**config.mk**
```make
export PLATFORM = sky130hd
export DESIGN_NAME = slp_host_ctrl
export DESIGN_NICKNAME = d
export VERILOG_FILES = /design/src/core/slp_sync.v /design/src/core/slp_pace_timer.v /design/src/core/slp_host_ctrl.v
export VERILOG_INCLUDE_DIRS = /design/src /design/src/inc
export SDC_FILE = /design/constraint.sdc
export NUM_CORES = 1
export LEC_CHECK = 0
export BUFFER_PORTS_ARGS = -buffer_cell sky130_fd_sc_hd__buf_2
export CORE_MARGIN = 2
export CORE_UTILIZATION = 50
export CTS_CLUSTER_SIZE = 24
export DETAILED_ROUTE_END_ITERATION = 6
export HOLD_SLACK_MARGIN = 0.02
export PLACE_DENSITY = 0.76
export SYNTH_ARGS = -nofsm -noshare
export SYNTH_HDL_FRONTEND = slang
export SYNTH_HIERARCHICAL = 1
export SYNTH_SLANG_ARGS = --single-unit
```
**constraint.sdc**
```tcl
create_clock -name core_clk_in -period 4.85 [get_ports core_clk_in]
set_input_delay 0.2425 -clock core_clk_in [delete_from_list [all_inputs] [get_ports core_clk_in]]
set_output_delay 0.2425 -clock core_clk_in [all_outputs]
set_load 0.02 [all_outputs]
```
**src/inc/slp_defs.vh**
```
// Constants for the set-point serial port host controller
`ifndef SLP_DEFS_VH
`define SLP_DEFS_VH

// --------------------------------------------------------------
// Clock and link timing
// --------------------------------------------------------------
`define SLP_CLK_PERIOD_NS   4
`define SLP_T_HALF_CLK_NS   2500
`define SLP_T_STROBE_NS     1000
`define SLP_T_LATCH_NS      2000
`define SLP_TMR_W           12

// --------------------------------------------------------------
// Set-point word
// --------------------------------------------------------------
`define SLP_WORD_W          12
`define SLP_BITCNT_W        4
`define SLP_BITCNT_INIT     4'hC
`define SLP_SETPT_RST       12'h000

// --------------------------------------------------------------
// Register bus and offsets
// --------------------------------------------------------------
`define SLP_ADDR_W          4
`define SLP_DATA_W          16
`define SLP_REG_CTRL        4'h0
`define SLP_REG_SETPT       4'h1
`define SLP_REG_STATUS      4'h2
`define SLP_REG_IRQ_STAT    4'h3
`define SLP_REG_IRQ_MASK    4'h4
`define SLP_REG_LAST        4'h5

// --------------------------------------------------------------
// Field positions and reset values
// --------------------------------------------------------------
`define SLP_CTRL_GO         0
`define SLP_ST_BUSY         0
`define SLP_ST_FAULT        1
`define SLP_ST_PINS_LO      8
`define SLP_IRQ_DONE        0
`define SLP_IRQ_FAULT       1
`define SLP_IRQ_W           2
`define SLP_IRQ_RST         2'h0
`define SLP_MASK_RST        2'h0

// --------------------------------------------------------------
// Port image bits and idle level
// --------------------------------------------------------------
`define SLP_PIN_STROBE      0
`define SLP_PIN_LATCH       1
`define SLP_PIN_DATA        2
`define SLP_PIN_CLK         3
`define SLP_PINS_IDLE       4'hF
`define SLP_FAULT_ACTIVE    1'b1

`endif

```
**src/core/slp_sync.v**
```verilog
// Two-stage synchroniser for one asynchronous level
`timescale 1ns/100ps
`default_nettype none

module slp_sync (
  // Clock and reset
  input  wire core_clk_in,
  input  wire srst_in,
  // Level in and out
  input  wire async_in,
  output wire sync_out
);

  reg meta_q;
  reg sync_q;

  // The first stage feeds only the second
  always @(posedge core_clk_in)
  begin
    if (srst_in)
    begin
      meta_q <= 1'b0;
      sync_q <= 1'b0;
    end
    else
    begin
      meta_q <= async_in;
      sync_q <= meta_q;
    end
  end

  assign sync_out = sync_q;

endmodule

`default_nettype wire

```
**src/core/slp_pace_timer.v**
```verilog
// Down-counter that paces each step of the serial link
`timescale 1ns/100ps
`default_nettype none
`include "slp_defs.vh"

module slp_pace_timer (
  // Clock and reset
  input  wire                   core_clk_in,
  input  wire                   srst_in,
  // Start and length
  input  wire                   load_in,
  input  wire [`SLP_TMR_W-1:0]  count_in,
  // Expiry pulse
  output wire                   done_out
);

  reg [`SLP_TMR_W-1:0] cnt_q;
  reg                  run_q;
  reg                  done_q;

  // Counts count_in edges after the load, then pulses done for one cycle
  always @(posedge core_clk_in)
  begin
    if (srst_in)
    begin
      cnt_q  <= {`SLP_TMR_W{1'b0}};
      run_q  <= 1'b0;
      done_q <= 1'b0;
    end
    else if (load_in)
    begin
      cnt_q  <= count_in;
      run_q  <= 1'b1;
      done_q <= 1'b0;
    end
    else if (run_q && (cnt_q <= {{(`SLP_TMR_W-1){1'b0}}, 1'b1}))
    begin
      run_q  <= 1'b0;
      done_q <= 1'b1;
    end
    else
    begin
      done_q <= 1'b0;
      if (run_q)
        cnt_q <= cnt_q - {{(`SLP_TMR_W-1){1'b0}}, 1'b1};
    end
  end

  assign done_out = done_q;

endmodule

`default_nettype wire

```
**src/core/slp_host_ctrl.v**
```verilog
// Host controller that programs the load set-point over its four-line serial port
//
// The placing of the registers and strobed register access were decided locally.
`timescale 1ns/100ps
`default_nettype none
`include "slp_defs.vh"

module slp_host_ctrl (
  // Clock and reset
  input  wire                   core_clk_in,
  input  wire                   srst_in,
  // Register port
  input  wire [`SLP_ADDR_W-1:0] addr_in,
  input  wire [`SLP_DATA_W-1:0] wdata_in,
  input  wire                   wr_in,
  input  wire                   rd_in,
  output wire [`SLP_DATA_W-1:0] rdata_out,
  // Interrupt
  output wire                   irq_out,
  // Link pins to the load
  output wire                   word_sel_out,
  output wire                   word_latch_pulse_out,
  output wire                   serial_bit_in_out,
  output wire                   shift_clk_out,
  input  wire                   fault_in
);

  // --------------------------------------------------------------
  // Timing conversion
  // --------------------------------------------------------------

  // Least times round up to whole clock cycles, never below one
  function [`SLP_TMR_W-1:0] ns_to_cyc;
    input integer ns;
    integer c;
    begin
      c = (ns + `SLP_CLK_PERIOD_NS - 1) / `SLP_CLK_PERIOD_NS;
      if (c < 1)
        c = 1;
      ns_to_cyc = c[`SLP_TMR_W-1:0];
    end
  endfunction

  localparam [`SLP_TMR_W-1:0] CYC_HALF   = ns_to_cyc(`SLP_T_HALF_CLK_NS);
  localparam [`SLP_TMR_W-1:0] CYC_STROBE = ns_to_cyc(`SLP_T_STROBE_NS);
  localparam [`SLP_TMR_W-1:0] CYC_LATCH  = ns_to_cyc(`SLP_T_LATCH_NS);

  // --------------------------------------------------------------
  // Sequencer states
  // --------------------------------------------------------------
  localparam [3:0] S_IDLE  = 4'h0;
  localparam [3:0] S_PRE   = 4'h1;
  localparam [3:0] S_SELLO = 4'h2;
  localparam [3:0] S_SETUP = 4'h3;
  localparam [3:0] S_CLKLO = 4'h4;
  localparam [3:0] S_CLKHI = 4'h5;
  localparam [3:0] S_SELHI = 4'h6;
  localparam [3:0] S_LATLO = 4'h7;
  localparam [3:0] S_LATHI = 4'h8;

  reg  [3:0]                state_q;
  reg  [3:0]                state_d;
  reg  [3:0]                pins_q;
  reg  [3:0]                pins_d;
  reg  [`SLP_WORD_W-1:0]    shift_q;
  reg  [`SLP_WORD_W-1:0]    shift_d;
  reg  [`SLP_BITCNT_W-1:0]  bits_q;
  reg  [`SLP_BITCNT_W-1:0]  bits_d;
  reg                       tmr_load;
  reg  [`SLP_TMR_W-1:0]     tmr_count;
  reg                       word_done;
  wire                      tmr_done;

  // Software-visible state
  reg  [`SLP_WORD_W-1:0]    setpt_q;
  reg  [`SLP_WORD_W-1:0]    last_q;
  reg  [`SLP_IRQ_W-1:0]     irq_stat_q;
  reg  [`SLP_IRQ_W-1:0]     irq_stat_d;
  reg  [`SLP_IRQ_W-1:0]     irq_mask_q;
  reg  [`SLP_DATA_W-1:0]    rdata_q;
  reg  [`SLP_DATA_W-1:0]    rdata_d;
  reg                       irq_q;
  reg                       fault_q;
  wire                      fault_sync;
  wire                      fault_lvl;
  wire                      busy;
  wire                      go;

  // --------------------------------------------------------------
  // Helper blocks
  // --------------------------------------------------------------
  slp_pace_timer u_timer (
    .core_clk_in (core_clk_in),
    .srst_in     (srst_in),
    .load_in     (tmr_load),
    .count_in    (tmr_count),
    .done_out    (tmr_done)
  );

  // The fault pin comes from the isolated load side, so it is resynchronised
  slp_sync u_fault_sync (
    .core_clk_in (core_clk_in),
    .srst_in     (srst_in),
    .async_in    (fault_in),
    .sync_out    (fault_sync)
  );

  assign fault_lvl = (fault_sync == `SLP_FAULT_ACTIVE);
  assign busy      = (state_q != S_IDLE);
  assign go        = wr_in && (addr_in == `SLP_REG_CTRL) && wdata_in[`SLP_CTRL_GO] && !busy;

  // --------------------------------------------------------------
  // Link sequencer
  // --------------------------------------------------------------

  // Every pin change but the return to idle levels in S_IDLE is paired with a timer load so no gap is shorter than its minimum
  always @*
  begin
    state_d   = state_q;
    pins_d    = pins_q;
    shift_d   = shift_q;
    bits_d    = bits_q;
    tmr_load  = 1'b0;
    tmr_count = CYC_HALF;
    word_done = 1'b0;
    case (state_q)
      S_IDLE:
      begin
        pins_d = `SLP_PINS_IDLE;
        if (go)
        begin
          // Word is captured here so a later write cannot corrupt a transfer
          shift_d   = setpt_q;
          bits_d    = `SLP_BITCNT_INIT;
          tmr_load  = 1'b1;
          tmr_count = CYC_STROBE;
          state_d   = S_PRE;
        end
      end
      S_PRE:
      begin
        if (tmr_done)
        begin
          pins_d[`SLP_PIN_STROBE] = 1'b0;
          tmr_load  = 1'b1;
          tmr_count = CYC_STROBE;
          state_d   = S_SELLO;
        end
      end
      S_SELLO:
      begin
        if (tmr_done)
        begin
          pins_d[`SLP_PIN_DATA] = shift_q[`SLP_WORD_W-1];
          tmr_load = 1'b1;
          state_d  = S_SETUP;
        end
      end
      S_SETUP:
      begin
        if (tmr_done)
        begin
          pins_d[`SLP_PIN_CLK] = 1'b0;
          tmr_load = 1'b1;
          state_d  = S_CLKLO;
        end
      end
      S_CLKLO:
      begin
        if (tmr_done)
        begin
          // The load takes the bit on this rising edge, data held past it
          pins_d[`SLP_PIN_CLK] = 1'b1;
          tmr_load = 1'b1;
          bits_d   = bits_q - {{(`SLP_BITCNT_W-1){1'b0}}, 1'b1};
          shift_d  = {shift_q[`SLP_WORD_W-2:0], 1'b0};
          state_d  = S_CLKHI;
        end
      end
      S_CLKHI:
      begin
        if (tmr_done)
        begin
          tmr_load = 1'b1;
          if (bits_q == {`SLP_BITCNT_W{1'b0}})
          begin
            pins_d[`SLP_PIN_STROBE] = 1'b1;
            tmr_count = CYC_LATCH;
            state_d   = S_SELHI;
          end
          else
          begin
            pins_d[`SLP_PIN_DATA] = shift_q[`SLP_WORD_W-1];
            state_d = S_SETUP;
          end
        end
      end
      S_SELHI:
      begin
        if (tmr_done)
        begin
          pins_d[`SLP_PIN_LATCH] = 1'b0;
          tmr_load  = 1'b1;
          tmr_count = CYC_LATCH;
          state_d   = S_LATLO;
        end
      end
      S_LATLO:
      begin
        if (tmr_done)
        begin
          pins_d[`SLP_PIN_LATCH] = 1'b1;
          tmr_load  = 1'b1;
          tmr_count = CYC_LATCH;
          state_d   = S_LATHI;
        end
      end
      S_LATHI:
      begin
        // Recovery gap so a word started straight after cannot drop the strobe too soon
        if (tmr_done)
        begin
          word_done = 1'b1;
          state_d   = S_IDLE;
        end
      end
      default:
      begin
        pins_d  = `SLP_PINS_IDLE;
        state_d = S_IDLE;
      end
    endcase
  end

  // Sequencer registers; the idle level is all high from reset
  always @(posedge core_clk_in)
  begin
    if (srst_in)
    begin
      state_q <= S_IDLE;
      pins_q  <= `SLP_PINS_IDLE;
      shift_q <= `SLP_SETPT_RST;
      bits_q  <= {`SLP_BITCNT_W{1'b0}};
    end
    else
    begin
      state_q <= state_d;
      pins_q  <= pins_d;
      shift_q <= shift_d;
      bits_q  <= bits_d;
    end
  end

  // Pins come straight from the port image register
  assign word_sel_out         = pins_q[`SLP_PIN_STROBE];
  assign word_latch_pulse_out = pins_q[`SLP_PIN_LATCH];
  assign serial_bit_in_out    = pins_q[`SLP_PIN_DATA];
  assign shift_clk_out        = pins_q[`SLP_PIN_CLK];

  // --------------------------------------------------------------
  // Registers and interrupt
  // --------------------------------------------------------------

  // Hardware set wins over a write-one clear in the same cycle
  always @*
  begin
    irq_stat_d = irq_stat_q;
    if (wr_in && (addr_in == `SLP_REG_IRQ_STAT))
      irq_stat_d = irq_stat_q & ~wdata_in[`SLP_IRQ_W-1:0];
    if (word_done)
      irq_stat_d[`SLP_IRQ_DONE] = 1'b1;
    if (fault_lvl && !fault_q)
      irq_stat_d[`SLP_IRQ_FAULT] = 1'b1;
  end

  // Read mux; unmapped offsets read as zero
  always @*
  begin
    rdata_d = {`SLP_DATA_W{1'b0}};
    if (rd_in)
    begin
      case (addr_in)
        `SLP_REG_CTRL:     rdata_d[`SLP_CTRL_GO] = busy;
        `SLP_REG_SETPT:    rdata_d[`SLP_WORD_W-1:0] = setpt_q;
        `SLP_REG_STATUS:
        begin
          rdata_d[`SLP_ST_BUSY]  = busy;
          rdata_d[`SLP_ST_FAULT] = fault_lvl;
          rdata_d[`SLP_ST_PINS_LO+3:`SLP_ST_PINS_LO] = pins_q;
        end
        `SLP_REG_IRQ_STAT: rdata_d[`SLP_IRQ_W-1:0] = irq_stat_q;
        `SLP_REG_IRQ_MASK: rdata_d[`SLP_IRQ_W-1:0] = irq_mask_q;
        `SLP_REG_LAST:     rdata_d[`SLP_WORD_W-1:0] = last_q;
        default:           rdata_d = {`SLP_DATA_W{1'b0}};
      endcase
    end
  end

  // Set-point may be rewritten while busy; the running word was captured at start
  always @(posedge core_clk_in)
  begin
    if (srst_in)
    begin
      setpt_q    <= `SLP_SETPT_RST;
      last_q     <= `SLP_SETPT_RST;
      irq_stat_q <= `SLP_IRQ_RST;
      irq_mask_q <= `SLP_MASK_RST;
      rdata_q    <= {`SLP_DATA_W{1'b0}};
      irq_q      <= 1'b0;
      fault_q    <= 1'b0;
    end
    else
    begin
      if (wr_in && (addr_in == `SLP_REG_SETPT))
        setpt_q <= wdata_in[`SLP_WORD_W-1:0];
      if (wr_in && (addr_in == `SLP_REG_IRQ_MASK))
        irq_mask_q <= wdata_in[`SLP_IRQ_W-1:0];
      if (go)
        last_q <= setpt_q;
      irq_stat_q <= irq_stat_d;
      rdata_q    <= rdata_d;
      irq_q      <= |(irq_stat_d & irq_mask_q);
      fault_q    <= fault_lvl;
    end
  end

  assign rdata_out = rdata_q;
  assign irq_out   = irq_q;

endmodule

`default_nettype wire

```
After elaboration in Yosys (flattened, before gate mapping)
Index checks and enable logic that the tools add are counted.
{"block": "word_totals", "inputBits": 25, "out_inout_bits": 21, "ff_bits": 86}
{"block": "classes", "addsub": 2, "n_eq_ne": 25, "n_mux": 51, "order_cmp": 1, "bitwise": 8, "reduce_logical": 34}
{"operator": "$mux 12", "count": 5}
{"operator": "$mux 10", "count": 5}
{"operator": "$pmux 12 s4", "count": 1}
{"operator": "$mux 4", "count": 11}
{"operator": "$pmux 4 s9", "count": 1}
{"operator": "$eq 4x3->1 const B", "count": 6}
{"operator": "$pmux 12 s2", "count": 1}
{"operator": "$reduce_or 6->1", "count": 4}
{"operator": "$eq 4x2->1 const B", "count": 4}
{"operator": "$ne 2x1->1 const B", "count": 8}
{"operator": "$mux 1", "count": 15}
{"operator": "$le 12x1->1 const B", "count": 1}
{"operator": "$logic_not 4->1", "count": 3}
{"operator": "$pmux 1 s3", "count": 4}
{"operator": "$pmux 4 s3", "count": 1}
{"operator": "$pmux 6 s2", "count": 1}
{"operator": "$sub 12x1->12 const B", "count": 1}
{"operator": "$pmux 1 s5", "count": 2}
{"operator": "$reduce_or 2->1", "count": 5}
{"operator": "$reduce_and 3->1", "count": 3}
{"operator": "$reduce_and 9->1", "count": 1}
{"operator": "$eq 4x1->1 const B", "count": 2}
{"operator": "$logic_and 1x1->1", "count": 8}
{"operator": "$ne 2x2->1 const B", "count": 4}
{"operator": "other kinds (15)", "count": 24}

Longest topological paths before layout
Gate-level depths: netlist (run 1).
{"block": "logic_depth", "depth_word": 8, "ltp_mapped": 10}

Hierarchy
Netlist (run 1), hierarchy kept.
{"mod": "slp_host_ctrl", "area_per_inst_um2": 3109.2, "cells_each": 359, "n_inst": 1}
{"mod": "slp_pace_timer", "area_per_inst_um2": 857.1, "cells_each": 103, "n_inst": 1}
{"mod": "slp_sync", "area_per_inst_um2": 52.6, "cells_each": 4, "n_inst": 1}

Least setup slack after synthesis (run 1)
Ideal clock, no wire load.
{"block": "synth_path", "path_type": "register to register", "startpoint": "register state_q[3]", "endpoint": "register u_timer.cnt_q[10]", "t_required_ns": 4.779, "slack_ns": 2.587, "setup_time_ns": 0.071, "arrival_ns": 2.192, "stages_incl_launch_ff": 10, "cell_sequence": "dfxtp_1 > buf_4 > clkbuf_1 > clkbuf_1 > a21oi_1 > clkbuf_1 > or4b_2 > o31ai_1 > o21ai_0 > a21oi_1"}
{"block": "synth_between", "elab_chain_cells": 7, "elab_cells_between_ends": 18, "cone_classes": "8 x eq/ne; 3 x mux; 7 x reduce/logical"}
{"item": "start, declared", "line": "slp_host_ctrl.v:61", "text": "reg [3:0] state_q;"}
{"item": "start signal, assigned", "line": "slp_host_ctrl.v:247", "text": "state_q <= state_d;"}
{"item": "$reduce_bool 4->1", "line": "slp_host_ctrl.v:109", "text": "assign busy = (state_q != S_IDLE);"}
{"item": "$logic_not 1->1", "line": "slp_host_ctrl.v:110", "text": "assign go = wr_in && (addr_in == `SLP_REG_CTRL) && wdata_in[`SLP_CTRL_GO] && !busy;"}
{"item": "$logic_and 1x1->1", "line": "slp_host_ctrl.v:110"}
{"item": "$mux 1", "line": "slp_host_ctrl.v:130", "text": "if (go)"}
{"item": "$pmux 1 s2 (*)", "line": "slp_host_ctrl.v:126", "text": "case (state_q)"}
{"item": "net tmr_load", "line": "slp_host_ctrl.v:69", "text": "reg tmr_load;"}
{"item": "$ne 2x2->1 (no source line) or $reduce_bool 2->1 (tied branches)"}
{"item": "$reduce_and 2->1 (no source line)"}
{"item": "end signal, assigned", "line": "slp_pace_timer.v:26", "text": "cnt_q <= {`SLP_TMR_W{1'b0}};"}
{"item": "end signal, assigned", "line": "slp_pace_timer.v:32", "text": "cnt_q <= count_in;"}
{"item": "end signal, assigned", "line": "slp_pace_timer.v:45", "text": "cnt_q <= cnt_q - {{(`SLP_TMR_W-1){1'b0}}, 1'b1};"}
{"item": "end, declared", "line": "slp_pace_timer.v:17", "text": "reg [`SLP_TMR_W-1:0] cnt_q;"}
Mark *: on every way through the listed nets, which the timed path passes. The rest lies on a longest branch.
A chain may end at the register's enable or synchronous reset.

Final worst setup path (run 1)
{"block": "layout_path", "startpoint": "register state_q[0]", "endpoint": "register u_timer.cnt_q[10]"}
The elaborated chain is that of the path after synthesis.

==> summary.txt, run 1 <==
Logic synthesis
  – Post-synth ARST share: 0%
  – Synth Area in Compound Gates: 22.4%
  – Flop and latch count out of synthesis: 82
  – Part of the Yosys area used for sequential elements: 40.8%
  – Mux cell area share after synthesis: 7.29%
  – Synth Area in Simple Gates: 21.5%
  – Cell accounting for the most synthesized area: dfxtp_1
  – Post-synth EDFFs: 0
  – Synth Area in XOR/XNOR: 0.654%
  – Synth Area in Adders: 1.25%
  – Syn Area/Cell: 8.62 µm²
  – Library cells used by synthesis: 65
  – Synth warn: 6
  – Synth area leaders: dfxtp_1, mux2i_1, a21oi_1, nand2_1, nor2_1
  – Largest family of logic cells by synthesized area: compound AO/OA/AOI/OAI gates
  – Cells after synthesis: 466
  – Share of the synthesized area in the top cell type: 40.8%
  – Synth Cell Area: 4020 µm²
  – Top_reg_cell synth: dfxtp_1

Layout
  – Area grow syn2layout: 9.78%
  – Commonest cells after routing, fill and taps aside: dfxtp_1, nand2_1, nor2_1
  – Fin nets: 518
  – Antenna cells: 0
  – Leading cell type in the layout, fill and taps excluded: dfxtp_1
  – Layout cells sized above 1: 15.0%
  – Final Cell Area: 4410 µm²

STA
  – Fin crit period: 2.66 ns
  – Clock Skew: 0.00845 ns
  – Unrepaired setup endpoints after global routing: false
  – Final Hold Viols: 0
  – Final setup violation count: 0
  – Tightest Pin Transition: 1.18 ns
  – Pins Over Slew Limit: 0
  – Fmax: 0.375 GHz
  – Tcrit/Tclk final: 54.9%
  – Fin worst setup slack: 2.19 ns
  – Setup TNS: 0 ns
  – Slew HR: 20.5%

Detailed routing
  – DRT iter0 DRCs: 234
  – Post-route ant nets: 0
  – DR WL/cell: 15.5 µm
  – Post-Route WL: 9240 µm
  – Vias/cell: 5.86
  – TritonRoute pass-1 iters: 4
  – Vias: 3,495
  – Drt drc: 0

Placement
  – DP Worst Slack: 2.25 ns
  – Placement Cell Area: 4230 µm²
  – PortBufs: 37
  – Final Wtd Congestion: 0.836
  – Detail Placement HPWL: 6110 µm

Global route
  – Pin count of the biggest net entering global routing: 50
  – Total congestion overflow: 0
  – GR peak layer: met2
  – Met2 usage: 36.7%
  – Met3 usage: 4.65%
  – Gr usage total: 22.2%
  – Met1 usage: 28.7%
  – Initial antenna violation count: 0
  – First-pass GRT wire length: 15,500 µm
  – Vias in the first global route: 3,240

Worst setup path
  – Worst setup SP type: flip-flop
  – Critical Path RT: 5.14 ns
  – Critical path arrival: 2.95 ns
  – RR Startpoint: state_q[0]
  – CP max FO: 24
  – Endpoint class of the critical path: flip-flop
  – Crit path launch: state_q[0]
  – CP Class: flip-flop to flip-flop

Floorplan
  – Core Area: 7770 µm²
  – DIE AREA: 8770 µm²
  – Io pins: 46
  – Initial Utilization: 51.7%
  – Die width: 93.7 µm
  – Row Count: 32
  – Die height: 93.7 µm

Hold path
  – Hold_sp: fault_in
  – HP Class: input pin to flip-flop

CTS
  – Clk Latency, worst-skew pair: 0.37 ns
  – Post-CTS Setup Inserts: 0
  – Clock Tree Root: clkbuf_8
  – Clock Sinks: 82
  – TritonCTS clock tree: done
  – CTS Buf Count: 9
  – Worst-path clk slew: 0.09 ns
  – Clock Tree Buf Depth: 2
  – Post-CTS Resized: 0
  – Hold-fix buffers, CTS: 0
  – H-tree lvl count: 3

Power and ir drop
  – Leakage: 1.50 nW
  – Power per Cell Area: 278 nW/µm²
  – Worst VDD drop: 0.000127 V

Run
  – Max-cap violations: 0

Run status
  – Outcome: completed
==> critical path, stage by stage, from the launching register on <==
cell and delay [ns]:
dfxtp_1 0.80, nor3_1 0.27, nand2_1 0.13, a21oi_1 0.07, buf_4 0.24, or4b_2 0.62, o31ai_1 0.19, o21ai_0 0.13
a21oi_1 0.13
==> power by group <==
| group | switching (mW) | internal [mW] |
|---|---|---|
| combinational | 0.0452 | 0.0254 |
| clock | 0.280 | 0.194 |
| sequential | 0.00544 | 0.679 |
==> path summary, 6_finish.rpt <==
path              cells past startpoint             endpoint  slack, ns
setup reg to reg                      8    u_timer/cnt_q[10]       2.19
hold / removal                        2  u_fault_sync/meta_q       0.10
hold reg to reg                       1        irq_stat_q[1]       0.44
setup / recovery                      8    u_timer/cnt_q[10]       2.19
==> sequential cells by signal, summed over array words and instances, names as in the netlist <==
register / cells
bits_q: 4
fault_q: 1
irq_mask_q: 2
irq_out: 1
irq_stat_q: 2
last_q: 12
pins_q: 4
rdata_out: 12
setpt_q: 12
shift_q: 12
state_q: 4
u_fault_sync/meta_q: 1
u_fault_sync/sync_out: 1
u_timer/cnt_q: 12
u_timer/done_out: 1
u_timer/run_q: 1
==> stage by stage <==
step                power, mW  util, %  cells  hold WS, ns
floorplan               0.749        -    473        0.314
global placement        0.768     54.4    580        0.419
detailed placement      0.769     54.4    580        0.429
CTS                      1.24     56.8    596       0.0837
global route             1.28     56.8    596       0.0993
finish                   1.23     56.8    596        0.103
==> cells by family after synthesis <==
logic type | count (synthesis)
adders and majority gates | 4
xor gates and xnor gates | 3
buffers and inverters | 53
AOI/OAI and AO/OA | 128
DFF | 82
other | 2
and+or+nand+nor | 165
muxes | 29
==> cell usage after synthesis (3+ instances only) <==
master,instances
o21ai_0,11
nor3_1,12
buf_4,6
o41ai_1,3
nor2b_1,6
or3_1,7
ha_1,4
a21oi_1,43
or4_1,6
o31ai_1,6
nor2_1,44
a211oi_1,14
nor4b_1,4
nor4_1,5
or2_2,3
buf_2,7
nand2b_1,7
a311oi_1,5
a22oi_1,12
mux2i_1,27
inv_1,15
and2_1,3
nor3b_1,3
nand3_1,6
dfxtp_1,82
nand2_1,45
clkbuf_1,24
a31oi_1,5
==> metal layers <==
metal,up-vias,wire length [µm]
met5,-,0
met3,12,469
met2,90,4430
met1,1653,4190
li1,1740,-
met4,0,146
==> cell type report <==
cell class,count,area [µm²]
clock buffers,9,124
inverters,15,56.3
fillers,731,3360
well taps,102,128
clock inverters,7,60.1
multi-input cells,338,2170
repair buffers,43,230
flip-flops and latches,82,1640
No activity file was read; power rests on OpenSTA's default activity.
==> inputs of run 2 (changes only) <==
--- a/config.mk
+++ b/config.mk
@@ -6,6 +6,7 @@
 export SDC_FILE = /design/constraint.sdc
 export NUM_CORES = 1
 export LEC_CHECK = 0
+export ABC_AREA = 1
 export BUFFER_PORTS_ARGS = -buffer_cell sky130_fd_sc_hd__buf_2
 export CORE_MARGIN = 2
 export CORE_UTILIZATION = 50
==> constraint.sdc (replaced) <==
create_clock -name core_clk_in -period 2.75 [get_ports core_clk_in]
set_input_delay 0.1375 -clock core_clk_in [delete_from_list [all_inputs] [get_ports core_clk_in]]
set_output_delay 0.1375 -clock core_clk_in [all_outputs]
set_load 0.02 [all_outputs]
==> run 2 against run 1 <==
Net effect: clock skew up 0.0032 ns; power increased to 3.1 times the previous value; wire length grew 1.8%; clock power increased by 75%; utilization shrank 0.57 points; critical path type unchanged; highest routed layer unchanged.
==> summary.txt, run 2 <==
Floorplan
  – DIE AREA: 9320 µm² (+6.2%)
  – Io pins: 46 (unchanged)
  – Initial Utilization: 51.8% (+0.11 points)
  – Die height: 96.5 µm (+3.1%)
  – Die width: 96.5 µm (+3.1%)
  – Row Count: 33 (+3.1%)
  – Core Area: 8260 µm² (+6.3%)

CTS
  – CTS Buf Count: 9 (unchanged)
  – Clk Latency, worst-skew pair: 0.36 ns (about the same)
  – Post-CTS Setup Inserts: 0 (unchanged)
  – Clock Sinks: 82 (unchanged)
  – Clock Tree Root: clkbuf_8
  – TritonCTS clock tree: done
  – Clock Tree Buf Depth: 2 (unchanged)
  – H-tree lvl count: 3 (unchanged)
  – Worst-path clk slew: 0.09 ns (about the same)

Worst setup path
  – RR Startpoint: state_q[1]
  – Critical path arrival: 2.37 ns (-0.58 ns)
  – Worst setup SP type: flip-flop
  – CP max FO: 18 (-25%)
  – CP Class: flip-flop to flip-flop
  – Endpoint class of the critical path: flip-flop
  – Crit path launch: state_q[1]
  – Critical Path RT: 2.99 ns (-2.15 ns)

Layout
  – Leading cell type in the layout, fill and taps excluded: nand2_1
  – Final Cell Area: 4640 µm² (+5.2%)
  – Final Core Density: 56.2% (-0.57 points)
  – Fin nets: 662 (+28%)
  – Antenna cells: 0 (unchanged)
  – Layout cells sized above 1: 20.1% (+5.1 points)
  – Area grow syn2layout: 8.45%
  – Commonest cells after routing, fill and taps aside: nand2_1, dfxtp_1, nor2_1

STA
  – Final Hold Viols: 0 (unchanged)
  – Fmax: 0.468 GHz (+25%)
  – Unrepaired setup endpoints after global routing: false
  – Fin crit period: 2.14 ns (-0.529 ns)
  – Clock Skew: 0.0116 ns (+0.00317 ns)
  – Pins Over Slew Limit: 0 (unchanged)
  – Setup TNS: 0 ns (unchanged)
  – Final setup violation count: 0 (unchanged)
  – Tcrit/Tclk final: 77.7% (+23 points)

Detailed routing
  – TritonRoute pass-1 iters: 4 (unchanged)
  – Drt drc: 0 (unchanged)
  – Post-route ant nets: 0 (unchanged)
  – Post-Route WL: 9410 µm (+1.8%)
  – Vias: 3,837 (+9.8%)
  – Vias/cell: 5.16 (-12%)
  – DRT iter0 DRCs: 150 (-36%)
  – DR WL/cell: 12.7 µm (-18%)

Logic synthesis
  – Largest family of logic cells by synthesized area: simple AND/OR/NAND/NOR gates
  – Library cells used by synthesis: 43 (-34%)
  – Count leader, synth: nand2_1
  – Syn Area/Cell: 7.16 µm² (-17%)
  – Synth Cell Area: 4280 µm² (+6.5%)
  – Synth Area in Compound Gates: 15.6% (-6.7 points)
  – Synth warn: 6 (unchanged)
  – Cells after synthesis: 598 (+28%)
  – Share of the synthesized area in the top cell type: 38.3% (-2.5 points)
  – Top_reg_cell synth: dfxtp_1
  – Part of the Yosys area used for sequential elements: 38.3% (-2.5 points)
  – Flop and latch count out of synthesis: 82 (unchanged)
  – Synth area leaders: dfxtp_1, nand2_1, nor2_1, nand3_1, o21ai_0
  – Post-synth ARST share: 0% (unchanged)
  – Synth Area in Simple Gates: 33.6% (+12 points)
  – Synth Area in XOR/XNOR: 0.614% (-0.040 points)
  – Synth Area in Adders: 1.17% (-0.076 points)
  – Cell accounting for the most synthesized area: dfxtp_1
  – Mux cell area share after synthesis: 0% (-7.3 points)
  – Post-synth EDFFs: 0 (unchanged)
  – Top post-synthesis cells by count: nand2_1, dfxtp_1, nor2_1

Power and ir drop
  – Power per Cell Area: 830 nW/µm² (+200%)
  – Worst VDD drop: 0.000436 V (+240%)
  – Leakage: 2.07 nW (+38%)
  – Power, Total: 3.85 mW (+210%)

Global route
  – Pin count of the biggest net entering global routing: 39 (-22%)
  – First-pass GRT wire length: 15,900 µm (+2.3%)
  – Gr usage total: 21.6% (-0.62 points)
  – Vias in the first global route: 3,624 (+12%)
  – Total congestion overflow: 0 (unchanged)
  – Initial antenna violation count: 0 (unchanged)

Placement
  – Placement Cell Area: 4450 µm² (+5.3%)
  – PortBufs: 37 (unchanged)
  – Final Wtd Congestion: 0.889 (+6.3%)
  – Detail Placement HPWL: 6640 µm (+8.7%)

Run status
  – Outcome: completed

Run
  – Max-cap violations: 0 (unchanged)

Hold path
  – Hold_sp: wdata_in[1]
  – HP Class: input pin to flip-flop
-- run 2: changes by cell type in the layout (fill, tap and decap cells not counted), sizes merged, moves of 7 or more --
| cell | delta |
|---|---|
| mux2i | -27 |
| a211oi | -14 |
| inv | +46 |
| nand3 | +45 |
| o31ai | -7 |
| a22oi | -12 |
| o21ai | +54 |
| or3 | -8 |
| nor2 | +58 |
| nor3 | -9 |
| nand2 | +86 |
| nand2b | -7 |
-- run 2: layout make-up --
class,instances,area (µm²)
Fill cell,805,3610
Multi-Input combinational cell,434,2220
Sequential cell,82,1640
Tap cell,105,131
Inverter,65,254
Clock inverter,7,57.6
Timing Repair Buffer,41,218
Clock buffer,9,124
-- run 2: repair_timing --
item	4_1_cts	5_1_grt
endpoints found under the hold margin	1	0
hold buffers	1	0
gates resized for setup	0	0
-- run 2: kinds of logic (layout without fill, tap and decap cells) --
logic type,count (synthesis),after routing
adder cells (fa/ha/maj),4,4
flip-flops,82,82
XOR/XNOR,3,3
buffers and inverters,89,122
other,2,9
AO/OA/AOI/OAI,122,122
AND/OR/NAND/NOR,296,296
-- run 2: power by group --
group	total, mW	internal [mW]	switching [mW]
logic	1.53	0.528	1.00
clock network	0.829	0.342	0.487
registers	1.50	1.34	0.150
-- run 2: per-stage QoR --
step	setup WS (ns)	hold slack, ns	instances
2_1_floorplan	1.04	0.209	605
3_3_place_gp	0.660	0.337	726
3_5_place_dp	0.618	0.356	726
4_1_cts	0.601	0.0343	743
5_1_grt	0.455	0.0679	743
6_report	0.615	0.0450	743
-- run 2: worst paths after layout --
check	to	slack, ns	depth (start not counted)
worst min register to register	u_fault_sync/sync_out	0.40	2
worst min-delay path	irq_mask_q[1]	0.05	3
worst max-delay path	u_timer/cnt_q[11]	0.61	10
worst max register to register	u_timer/cnt_q[11]	0.61	10
-- run 2: critical path, stage by stage, from the launching register on --
cell and delay, ns:
dfxtp_1 0.43, nor2_4 0.22, nand2_4 0.10, nor2_4 0.12, inv_1 0.08, nand2_1 0.25, inv_2 0.22, nand2_4 0.23
clkinv_2 0.20, nand2_1 0.12, a21oi_2 0.06
-- run 2: layer usage --
metal | global-route usage [%] | vias up | wire length, µm
li1 | - | 1980 | -
met1 | 25.5 | 1752 | 4220
met2 | 38.1 | 87 | 4580
met3 | 5.04 | 18 | 423
met4 | 8.22 | 0 | 178
met5 | 0 | - | 0
==> inputs of run 3 (changes only) <==
==> constraint.sdc (replaced) <==
create_clock -name core_clk_in -period 2.02 [get_ports core_clk_in]
set_input_delay 0.101 -clock core_clk_in [delete_from_list [all_inputs] [get_ports core_clk_in]]
set_output_delay 0.101 -clock core_clk_in [all_outputs]
set_load 0.02 [all_outputs]
==> run 3 against run 2 <==
Net effect: largest power group unchanged; critical endpoint is now u_timer/cnt_q[7]; power increased by 39%; clock skew decreased by 0.0019 ns; setup slack lost 0.37 ns; highest routed layer unchanged; critical path depth unchanged.
==> summary.txt, run 3 (synthesis results as in run 2) <==
Run status
  – Outcome: completed

STA
  – Unrepaired setup endpoints after global routing: false
  – Fin worst setup slack: 0.240 ns (-0.375 ns)
  – Fin Hold WS: 0.0347 ns (-0.0104 ns)
  – Tcrit/Tclk final: 88.1% (+10 points)
  – Pins Over Slew Limit: 0 (unchanged)
  – Final Hold Viols: 0 (unchanged)
  – Setup TNS: 0 ns (unchanged)
  – Final setup violation count: 0 (unchanged)
  – Slew HR: 66.5%
  – Fmax: 0.562 GHz (+20%)
  – Tightest Pin Transition: 0.501 ns
  – Clock Skew: 0.00974 ns (-0.00188 ns)
  – Fin crit period: 1.78 ns (-0.355 ns)

Worst setup path
  – Endpoint class of the critical path: flip-flop
  – Critical Path RT: 2.30 ns (-0.69 ns)
  – CP max FO: 6 (-12)
  – CP Class: flip-flop to flip-flop
  – RR Startpoint: state_q[0]
  – Reg2Reg Depth: 10 (unchanged)
  – Reg2Reg Setup Slack: 0.24 ns (-0.37 ns)
  – Worst setup SP type: flip-flop
  – R2r endpoint: u_timer/cnt_q[7]
  – Critical path arrival: 2.07 ns (-0.30 ns)

Global route
  – Initial antenna violation count: 0 (unchanged)
  – Total congestion overflow: 0 (unchanged)
  – Gr usage total: 21.4% (-0.18 points)
  – First-pass GRT wire length: 15,700 µm (-1.2%)
  – Pin count of the biggest net entering global routing: 42 (+7.7%)
  – Vias in the first global route: 3,514 (-3.0%)

CTS
  – Clock Tree Root: clkbuf_8
  – CTS Buf Count: 9 (unchanged)
  – Post-CTS Setup Inserts: 0 (unchanged)
  – Clock Sinks: 82 (unchanged)
  – H-tree lvl count: 3 (unchanged)
  – TritonCTS clock tree: done
  – Clock Tree Buf Depth: 2 (unchanged)
  – Clk Latency, worst-skew pair: 0.36 ns (about the same)
  – Post-CTS Resized: 0 (unchanged)
  – Worst-path clk slew: 0.09 ns (about the same)
  – Hold-fix buffers, CTS: 7 (+6)

Detailed routing
  – DR WL/cell: 12.3 µm (-2.7%)
  – Drt drc: 0 (unchanged)
  – Vias: 3,874 (+0.96%)
  – Post-Route WL: 9280 µm (-1.4%)
  – Vias/cell: 5.14 (-0.38%)
  – TritonRoute pass-1 iters: 5 (+1)
  – Post-route ant nets: 0 (unchanged)
  – DRT iter0 DRCs: 171 (+14%)

Hold path
  – WHS Path Cells: 3 (unchanged)
  – Hold_sp: wdata_in[5]
  – HP Class: input pin to flip-flop
  – Worst-case hold path end point: setpt_q[5]

Layout
  – Leading cell type in the layout, fill and taps excluded: nand2_1
  – Layout cells sized above 1: 20.2% (+0.15 points)
  – Antenna cells: 0 (unchanged)
  – Area grow syn2layout: 11.1%
  – Fin nets: 672 (+1.5%)
  – Final Core Density: 57.6% (+1.4 points)
  – Final Cell Area: 4760 µm² (+2.5%)
  – Commonest cells after routing, fill and taps aside: nand2_1, dfxtp_1, nor2_1

Run
  – Max-cap violations: 0 (unchanged)

Floorplan
  – DIE AREA: 9320 µm² (unchanged)
  – Die width: 96.5 µm (unchanged)
  – Die height: 96.5 µm (unchanged)
  – Core Area: 8260 µm² (unchanged)
  – Initial Utilization: 51.8% (unchanged)
  – Io pins: 46 (unchanged)
  – Row Count: 33 (unchanged)

Power and ir drop
  – Leakage: 2.13 nW (+2.7%)
  – Power per Cell Area: 1120 nW/µm² (+35%)
  – Worst VDD drop: 0.000640 V (+47%)

Placement
  – DP Worst Slack: 0.273 ns (-0.344 ns)
  – PortBufs: 37 (unchanged)
  – Final Wtd Congestion: 0.986 (+11%)
  – Placement Cell Area: 4480 µm² (+0.67%)
  – Detail Placement HPWL: 6540 µm (-1.6%)
run 3: per-layer routing:
layer / vias to the layer above / routed length [µm] / GRT usage [%]
li1: 2004 / - / -
met1: 1751 / 4260 / 26.9
met2: 103 / 4340 / 36.5
met3: 16 / 465 / 2.56
met4: 0 / 209 / 10.6
met5: - / 0 / 0
run 3: through the flow:
stage          power, mW  cells
6_report            5.34    753
5_1_grt             5.74    753
4_1_cts             5.38    753
3_5_place_dp        4.12    730
3_3_place_gp        4.08    730
2_1_floorplan       3.91    605
run 3: cell type report:
| type | count | area [µm²] |
|---|---|---|
| Fill cell | 767 | 3500 |
| Multi-Input combinational cell | 434 | 2220 |
| Sequential cell | 82 | 1640 |
| Timing Repair Buffer | 51 | 308 |
| Inverter | 65 | 254 |
| Clock buffer | 11 | 141 |
| Tap cell | 105 | 131 |
| Clock inverter | 5 | 63.8 |
run 3: critical path: stages (launching register included):
cell and delay (ns):
dfxtp_1 0.47, inv_2 0.11, nor2_1 0.18, nand2_1 0.11, o22ai_1 0.31, nor2_1 0.13, inv_1 0.08, nor2_1 0.05
nor2_1 0.08, nand2_1 0.06, a21oi_1 0.12
run 3: how the worst max path moves through the flow:
stage | slack [ns] | startpoint | endpoint | cells past startpoint
detailed placement | 0.27 | state_q[1] | u_timer/cnt_q[11] | 10
floorplan | 0.31 | state_q[1] | u_timer/cnt_q[9] | 11
global route | 0.07 | state_q[1] | u_timer/cnt_q[5] | 10
global placement | 0.31 | state_q[3] | u_timer/cnt_q[8] | 10
CTS | 0.24 | state_q[1] | u_timer/cnt_q[11] | 10
finish | 0.24 | state_q[0] | u_timer/cnt_q[7] | 10
run 3: report_power, final:
part           internal [mW]  switching (mW)  leakage [nW]
logic                  0.729            1.35          1.36
clock network          0.612           0.615        0.0997
registers               1.83           0.203         0.666
total                   3.17            2.17          2.13
